File: src/common/rst_init_pkg.sv
package rst_init_pkg;
   localparam int PC_W = 13;
   localparam logic [12:0] RESET_VECTOR = 13'h0000;
   localparam logic [12:0] IRQ_VECTOR = 13'h0004;
   localparam int STACK_DEPTH = 8;
   // Status field positions
   localparam int ST_TOP_LO = 5;
   localparam int ST_TIMEOUT_BIT = 4;
   localparam int ST_PWRDN_BIT = 3;
   localparam logic [4:0] ST_SLEEP_RST_PAT = 5'h02;
   // Power-control field positions
   localparam int PC_TOP_BIT = 3;
   localparam int PC_BROWNOUT_BIT = 0;
   localparam int IRQ_FLAG_W = 8;
   typedef enum logic [2:0] {
      CAUSE_NONE,
      CAUSE_PIN_RUN,
      CAUSE_PIN_SLEEP,
      CAUSE_WDOG_RESET,
      CAUSE_BROWNOUT,
      CAUSE_WAKE_RESET,
      CAUSE_IRQ_WAKE
   } cause_t;
endpackage : rst_init_pkg

File: src/rtl/irq_vector_stack.sv
`timescale 1ns/1ps
module irq_vector_stack
   import rst_init_pkg::*;
#(
   parameter int DEPTH = STACK_DEPTH
) (
   input wire logic clk,
   input wire logic nrst,
   input wire logic push,
   input wire logic pop,
   input wire logic [12:0] push_addr,
   output logic [12:0] top_addr
);
   typedef struct packed {
      logic [DEPTH-1:0][12:0] mem;
      logic [$clog2(DEPTH)-1:0] ptr;
   } stack_state_t;
   stack_state_t state, next_state;
   localparam logic [$clog2(DEPTH)-1:0] ONE = 1;

   always_comb begin
      next_state = state;
      // Wraps like a circular return stack; overflow overwrites the oldest
      if (push) begin
         next_state.mem[state.ptr] = push_addr;
         next_state.ptr = state.ptr + ONE;
      end else if (pop) begin
         next_state.ptr = state.ptr - ONE;
      end
   end

   always_ff @(posedge clk) begin
      if (!nrst) begin
         state <= '0;
      end else begin
         state <= next_state;
      end
   end

   assign top_addr = state.mem[state.ptr - ONE];
endmodule : irq_vector_stack

File: src/rtl/reset_state_initializer.sv
`timescale 1ns/1ps
// How it works
// - Every true reset sends the program counter to address 0.
// - A pin reset while running clears status bits 7..5 and power bit 3.
// - A pin reset while asleep loads status 7..3 with 00010, clears power bit 3.
// - An interrupt wake resumes at PC+1, sets status bit 4, clears bit 3.
// - With interrupts enabled that wake runs PC+1, then jumps to the vector.
// - Brown-out clears power bit 0; other causes leave it unchanged.
// - An interrupt wake sets the waking flags in the irq flag registers.
// - Servicing clears the global enable, pushes return address, loads 0004.
module reset_state_initializer
   import rst_init_pkg::*;
(
   input wire logic REF_CLK,
   input wire logic NRST,
   input wire logic EXTERNAL_RESET_PIN_N,
   input wire logic WATCHDOG_TIMER_RESET,
   input wire logic WATCHDOG_TIMER_WAKE,
   input wire logic BROWNOUT,
   input wire logic WAKE_RESET,
   input wire logic IRQ_WAKE,
   input wire logic [IRQ_FLAG_W-1:0] CORE_IRQ_WAKE_BITS,
   input wire logic [IRQ_FLAG_W-1:0] PERIPH_IRQ_WAKE_BITS,
   input wire logic ASLEEP,
   input wire logic GLOBAL_IRQ_ENABLE_IN,
   input wire logic IRQ_SERVICE,
   input wire logic IRQ_RETURN,
   input wire logic PC_STEP,
   input wire logic [7:0] STATUS_IN,
   input wire logic [3:0] POWER_CONTROL_IN,
   input wire logic [IRQ_FLAG_W-1:0] CORE_IRQ_CONTROL_IN,
   input wire logic [IRQ_FLAG_W-1:0] PERIPH_IRQ_FLAG_IN,
   output logic [12:0] PROGRAM_COUNTER,
   output logic [7:0] STATUS_OUT,
   output logic [3:0] POWER_CONTROL_OUT,
   output logic [IRQ_FLAG_W-1:0] CORE_IRQ_CONTROL_REG,
   output logic [IRQ_FLAG_W-1:0] PERIPH_IRQ_FLAG_REG,
   output logic GLOBAL_IRQ_ENABLE,
   output logic LOAD_STROBE,
   output logic HOLD
);
   typedef struct packed {
      logic [1:0] pin_sync;
      logic [1:0] wdr_sync;
      logic [1:0] bor_sync;
      logic [1:0] wkr_sync;
      // Third stage only feeds the edge detector for the watchdog wake
      logic [2:0] wdw_sync;
      cause_t cause;
      logic vector_pending;
      logic [12:0] pc;
      logic [7:0] status;
      logic [3:0] power_control_reg;
      logic [IRQ_FLAG_W-1:0] core_flags;
      logic [IRQ_FLAG_W-1:0] periph_flags;
      logic global_irq_enable;
      logic load;
   } init_state_t;

   init_state_t state, next_state;
   logic pin_rst, wdog_rst, bor_rst, wake_rst, any_rst;
   logic push, pop;
   logic [12:0] ret_addr;
   logic wdog_wake, idle, vec_go, svc_go, ret_go;

   assign pin_rst = state.pin_sync[1];
   assign wdog_rst = state.wdr_sync[1];
   assign bor_rst = state.bor_sync[1];
   assign wake_rst = state.wkr_sync[1];
   assign any_rst = pin_rst | wdog_rst | bor_rst | wake_rst;
   // Watchdog wake is a level; only its rising edge wakes the core once
   assign wdog_wake = state.wdw_sync[1] & ~state.wdw_sync[2];

   // These mirror the priority chain below, so the stack moves only when
   // the matching program counter load really happens
   assign idle = ~any_rst
      & (state.cause == CAUSE_NONE)
      & ~(IRQ_WAKE & ASLEEP)
      & ~(wdog_wake & ASLEEP);
   assign vec_go = idle & state.vector_pending & PC_STEP;
   assign svc_go = idle & ~vec_go & IRQ_SERVICE & GLOBAL_IRQ_ENABLE_IN;
   assign ret_go = idle
      & ~vec_go
      & ~(IRQ_SERVICE & GLOBAL_IRQ_ENABLE_IN)
      & IRQ_RETURN;
   // Both vectoring paths save the address they leave from
   assign push = vec_go | svc_go;
   assign pop = ret_go;

   irq_vector_stack #(
      .DEPTH(STACK_DEPTH)
   ) u_stack (
      .clk(REF_CLK),
      .nrst(NRST),
      .push(push),
      .pop(pop),
      .push_addr(state.pc),
      .top_addr(ret_addr)
   );

   always_comb begin
      next_state = state;
      next_state.load = 1'b0;
      next_state.pin_sync = {state.pin_sync[0], ~EXTERNAL_RESET_PIN_N};
      next_state.wdr_sync = {state.wdr_sync[0], WATCHDOG_TIMER_RESET};
      next_state.bor_sync = {state.bor_sync[0], BROWNOUT};
      next_state.wkr_sync = {state.wkr_sync[0], WAKE_RESET};
      next_state.wdw_sync = {state.wdw_sync[1:0], WATCHDOG_TIMER_WAKE};
      if (!any_rst && state.cause == CAUSE_NONE) begin
         next_state.status = STATUS_IN;
         next_state.power_control_reg = POWER_CONTROL_IN;
         next_state.core_flags = CORE_IRQ_CONTROL_IN;
         next_state.periph_flags = PERIPH_IRQ_FLAG_IN;
         next_state.global_irq_enable = GLOBAL_IRQ_ENABLE_IN;
      end
      if (any_rst) begin
         // Brown-out outranks the others since its power bit effect is unique
         if (bor_rst) begin
            next_state.cause = CAUSE_BROWNOUT;
         end else if (wake_rst) begin
            next_state.cause = CAUSE_WAKE_RESET;
         end else if (wdog_rst) begin
            next_state.cause = CAUSE_WDOG_RESET;
         end else if (ASLEEP) begin
            next_state.cause = CAUSE_PIN_SLEEP;
         end else begin
            next_state.cause = CAUSE_PIN_RUN;
         end
         next_state.vector_pending = 1'b0;
      end else if (state.cause != CAUSE_NONE) begin
         // Condition has ended: apply the recorded initialization now
         next_state.load = 1'b1;
         next_state.cause = CAUSE_NONE;
         next_state.pc = RESET_VECTOR;
         next_state.global_irq_enable = 1'b0;
         unique case (state.cause)
            CAUSE_PIN_RUN: begin
               next_state.status[7:ST_TOP_LO] = 3'h0;
               next_state.power_control_reg[PC_TOP_BIT] = 1'b0;
            end
            CAUSE_PIN_SLEEP: begin
               next_state.status[7:ST_PWRDN_BIT] = ST_SLEEP_RST_PAT;
               next_state.power_control_reg[PC_TOP_BIT] = 1'b0;
            end
            CAUSE_WDOG_RESET, CAUSE_WAKE_RESET: begin
               next_state.power_control_reg[PC_TOP_BIT] = 1'b0;
            end
            CAUSE_BROWNOUT: begin
               next_state.power_control_reg[PC_TOP_BIT] = 1'b0;
               next_state.power_control_reg[PC_BROWNOUT_BIT] = 1'b0;
            end
            default: begin
            end
         endcase
      end else if (IRQ_WAKE && ASLEEP) begin
         next_state.load = 1'b1;
         next_state.pc = state.pc + 13'h0001;
         next_state.status[ST_TIMEOUT_BIT] = 1'b1;
         next_state.status[ST_PWRDN_BIT] = 1'b0;
         next_state.core_flags = CORE_IRQ_CONTROL_IN | CORE_IRQ_WAKE_BITS;
         next_state.periph_flags = PERIPH_IRQ_FLAG_IN
            | PERIPH_IRQ_WAKE_BITS;
         // Vector only after the PC+1 instruction has run
         next_state.vector_pending = GLOBAL_IRQ_ENABLE_IN;
      end else if (wdog_wake && ASLEEP) begin
         // Watchdog wake resumes at PC+1 and clears both sleep flags
         next_state.load = 1'b1;
         next_state.pc = state.pc + 13'h0001;
         next_state.status[ST_TIMEOUT_BIT] = 1'b0;
         next_state.status[ST_PWRDN_BIT] = 1'b0;
      end else if (state.vector_pending && PC_STEP) begin
         next_state.vector_pending = 1'b0;
         next_state.pc = IRQ_VECTOR;
         next_state.global_irq_enable = 1'b0;
         next_state.load = 1'b1;
      end else if (IRQ_SERVICE && GLOBAL_IRQ_ENABLE_IN) begin
         next_state.pc = IRQ_VECTOR;
         next_state.global_irq_enable = 1'b0;
         next_state.load = 1'b1;
      end else if (IRQ_RETURN) begin
         next_state.pc = ret_addr;
         next_state.global_irq_enable = 1'b1;
         next_state.load = 1'b1;
      end else if (PC_STEP) begin
         next_state.pc = state.pc + 13'h0001;
      end
   end

   always_ff @(posedge REF_CLK) begin
      if (!NRST) begin
         state <= '0;
         state.cause <= CAUSE_WAKE_RESET;
      end else begin
         state <= next_state;
      end
   end

   assign PROGRAM_COUNTER = state.pc;
   assign STATUS_OUT = state.status;
   assign POWER_CONTROL_OUT = state.power_control_reg;
   assign CORE_IRQ_CONTROL_REG = state.core_flags;
   assign PERIPH_IRQ_FLAG_REG = state.periph_flags;
   assign GLOBAL_IRQ_ENABLE = state.global_irq_enable;
   assign LOAD_STROBE = state.load;
   assign HOLD = any_rst | (state.cause != CAUSE_NONE);
endmodule : reset_state_initializer

File: config.mk
export PLATFORM = sky130hd
export DESIGN_NAME = reset_state_initializer
export DESIGN_NICKNAME = d
export VERILOG_FILES = /design/src/common/rst_init_pkg.sv /design/src/rtl/irq_vector_stack.sv /design/src/rtl/reset_state_initializer.sv
export SDC_FILE = /design/constraint.sdc
export NUM_CORES = 1
export LEC_CHECK = 0
export BUFFER_PORTS_ARGS = -buffer_cell sky130_fd_sc_hd__buf_2
export CELL_PAD_IN_SITES_DETAIL_PLACEMENT = 1
export CELL_PAD_IN_SITES_GLOBAL_PLACEMENT = 1
export CORE_ASPECT_RATIO = 1.2
export CORE_UTILIZATION = 43
export CTS_CLUSTER_SIZE = 25
export DETAILED_ROUTE_END_ITERATION = 10
export PLACE_DENSITY_LB_ADDON = 0.1
export SETUP_SLACK_MARGIN = 0.2
export SYNTH_ARGS = -nofsm -noshare
export SYNTH_HDL_FRONTEND = slang
export SYNTH_HIERARCHICAL = 1
export SYNTH_SLANG_ARGS = --single-unit
File: constraint.sdc
create_clock -name REF_CLK -period 3.3 [get_ports REF_CLK]
set_input_delay 0.165 -clock REF_CLK [delete_from_list [all_inputs] [get_ports REF_CLK]]
set_output_delay 0.165 -clock REF_CLK [all_outputs]
set_load 0.05 [all_outputs]
==> summary.md <==
| Metric | Value |
|---|---|
| Status | completed |
| Critical path origin | bor_rst$_SDFF_PN0_ |
| Max_cap viols | 0 |
| Largest net degree at the start of global routing | 94 |
| RePlAce Congestion | 0.773 |
| Final Skew | a little over 8 ps |
| Peak fanout along the critical path | 21 |
| CTS sink count | 165 |
| Post CTS Setup Buffer Count | 0 |
| Die X | between 100 and 150 um |
| Most frequent CP cell | buf_4 |
| Design area | 0.00903 mm2 |
| Post-synth top flop | dfxtp_1 |
| Slew HR | 0.497 |
| First-pass GRT wire length | 38100 um |
| Commonest cells in the synthesized netlist | 264 x nand2_1, 165 x dfxtp_1, 139 x a21oi_1 |
| Pwr dens | 506 mW/mm2 |
| RR Endpoint | u_stack/state[36]$_SDFFE_PN0P_ |
| Initial antenna violation count | 0 |
| Complex-gate fraction of the synthesized area | 0.163 |
| Critical path required time | 3600 ps |
| Count leader, synth | nand2_1 |
| Layout cells sized above 1 | 0.169 |
| Vias per cell | 5.58 |
| Worst-Margin Slew | 750 ps |
| CP Buf/Inv Count | 3 |
| Reg-to-reg slack, setup | 650 ps |
| Area leader, netlist | dfxtp_1 |
| Global route total overflow | 0 |
| Fmax | 378 MHz |
| CP Class | flop to flop |
| CTS resizes | 0 |
| Final Hold Viols | 0 |
| Avg WL per Cell | 19.4 um |
| Crit end category | flop |
| H-tree Lvls | 4 |
| Placement Setup Slack | 661 ps |
| Synth Area in Simple Gates | 0.247 |
| DIE AREA | 0.0190 mm2 |
| Final Max Tran Viols | 0 |
| Core Rows | 54 |
| Vias in the first global route | 6929 |
| CTS Buf Count | 17 |
| Crit path max-delay family | simple AND/OR/NAND/NOR gates |
| Setup ws final | 653 ps |
| DP Area | 0.00829 mm2 |
| CP Depth | 9 |
| CTS Buffer Depth | 2 |
| DP Cell Count | 1225 |
| Mux contribution to synthesized area | 0.0669 |
| XOR/XNOR Fraction of Synth Area | 0.00962 |
| Vias | between 7000 and 8000 |
| Period Utilization, post-route | 0.802 |
| Post-synthesis adder-cell area fraction | 0.00473 |
| Total track usage | 0.263 |
| TNS Setup | 0 ps |
| Dpl hpwl | 16500 um |
| Core Area | 0.0181 mm2 |
| Post-detailed-route count of antenna-violating nets | 0 |
| Fin util | 0.499 |
| RSZ-0062 raised after global routing | no |
| Endpoints failing setup | 0 |
| First-pass DRT Iterations | 4 |
| Top-Level Pins | 101 |
| Slowest Stage Delay on Critical Path | 630 ps |
| CTS tree | built |
| Starting density of the core | 0.438 |
| Fin cells | 1270 |
| Startpoint types | flop |
| Synthesized flop and latch total | approximately 170 |
| DR iter-0 viols | 420 |
| Worst r2r src | bor_rst$_SDFF_PN0_ |
| Syn Inst Count | ~990 |
| Synth top area cells | dfxtp_1 42%, nand2_1 12%, a21oi_1 8.8% |
| Hold Crit Class | input pin to flop |
| Post-synthesis sequential area ratio | 0.416 |
| Worst Hold Slack | 12.6 ps |
| Net count, final | 1093 |
| Synth unique cells | 67 |
| Warnings from Yosys | 6 |
| Number of diodes | 0 |
| Syn Nets | 1051 |
| Syn Std Cell Area | 0.00793 mm2 |
| Area grow syn2layout | 13.8% |
| Total power | 4.57 mW |
| CTS Root Cell | clkbuf_16 |
| Post-synth top area share | 0.416 |
| Largest family of logic cells by synthesized area | simple AND/OR/NAND/NOR gates |
| Hold bufs inserted after CTS | 13 |
| Peak supply drop | 0.000363 V |
| Syn Area/Cell | 8.00 um2 |
| CP max-delay cell | nand4bb_1 |
| CTS clock-pin slew for the worst setup and hold paths | 70 ps |
| Reg2reg path depth | 9 |
| Leak | ~3.4 nW |
| Routed WL | 24600 um |
| Arr. time, crit path | 2950 ps |
| CP Cell Sequence | nor4_2 -> buf_4 -> and2_1 -> inv_2 -> nor3_2 -> buf_4 -> nand4bb_1 -> nand2_1 -> a21oi_1 |
| Number of flops mapped to enable cells by yosys | 0 |
| Asr flop ratio synth | 0 |
| Clock insertion delay at the later pin of the skew report | approximately 430 ps |
| Post-route DRC violation count | 0 |
| # port buffers | 100 |
| Final critical-path required period | roughly 2600 ps |
| Die H | 151 um |
| Crit path to | u_stack/state[36]$_SDFFE_PN0P_ |
[routing by layer]
metal / vias up / track usage / wire (um)
met5: - / 0 / 0
met4: 0 / 0.102 / 584
met3: 33 / 0.0403 / 935
met2: 154 / 0.468 / 12400
met1: 3461 / 0.320 / 10700
li1: 3442 / - / -
[sequential cells by signal, indices dropped and copies added, names as in the netlist]
register	count
STATUS_OUT	8
POWER_CONTROL_OUT	4
next_state	6
PERIPH_IRQ_FLAG_REG	8
PROGRAM_COUNTER	13
CORE_IRQ_CONTROL_REG	8
state	7
LOAD_STROBE	1
bor_rst	1
pin_rst	1
u_stack/state	107
GLOBAL_IRQ_ENABLE	1
[worst min-delay path by stage]
stage / startpoint / end / cells past startpoint
2_1_floorplan: EXTERNAL_RESET_PIN_N / next_state[57]$_SDFF_PN0_ / 1
3_3_place_gp: EXTERNAL_RESET_PIN_N / next_state[57]$_SDFF_PN0_ / 2
3_5_place_dp: EXTERNAL_RESET_PIN_N / next_state[57]$_SDFF_PN0_ / 2
4_1_cts: POWER_CONTROL_IN[1] / POWER_CONTROL_OUT[1]$_SDFFE_PN0N_ / 3
5_1_grt: POWER_CONTROL_IN[1] / POWER_CONTROL_OUT[1]$_SDFFE_PN0N_ / 3
6_report: POWER_CONTROL_IN[1] / POWER_CONTROL_OUT[1]$_SDFFE_PN0N_ / 3
[kinds of logic (layout without fill, tap and decap cells)]
| family | after synthesis | count (layout) |
|---|---|---|
| buf+inv | 130 | 185 |
| flops | 165 | 165 |
| xor+xnor | 7 | 7 |
| compound gates | 214 | 214 |
| mux | 53 | 53 |
| fa+ha+maj | 3 | 3 |
| simple gates | 419 | 419 |
[cells in the final DEF (no fill, tap or decap), types with 4 or more instances in the layout]
cell type        n
buf_4           28
nand3_1         66
xnor2_1          4
dlygate4sd3_1   13
and4_1          18
mux2i_1         53
nand2_1        264
clkinvlp_4       4
and2_1          17
o211a_1         16
a21oi_1        139
a22oi_1          4
buf_2          100
o21ai_0         13
nor2b_1          7
dfxtp_1        165
nor2_1          14
a21boi_1         5
clkbuf_16       17
inv_1            7
[area by class of cell]
class                   instances  area, um2
multi-input cells             696       3920
inverters                      10       37.5
repair buffers                143        881
fillers                      2173       9080
flip-flops and latches        165       3300
well taps                     224        280
clock buffers                  22        464
clock inverters                10        146
[power by group]
part	internal, mW	switching [mW]	total, mW
combinational	0.158	0.292	0.450
clock	1.24	0.843	2.08
sequential	2.02	0.0213	2.04
[worst register-to-register path, stage by stage, from the launching register on]
cell and delay [ps]:
dfxtp_1 340, nor4_2 270, buf_4 180, and2_1 160, inv_2 120, nor3_2 200, buf_4 240, nand4bb_1 640
nand2_1 290, a21oi_1 90
No activity file was read; power rests on OpenSTA's default activity.
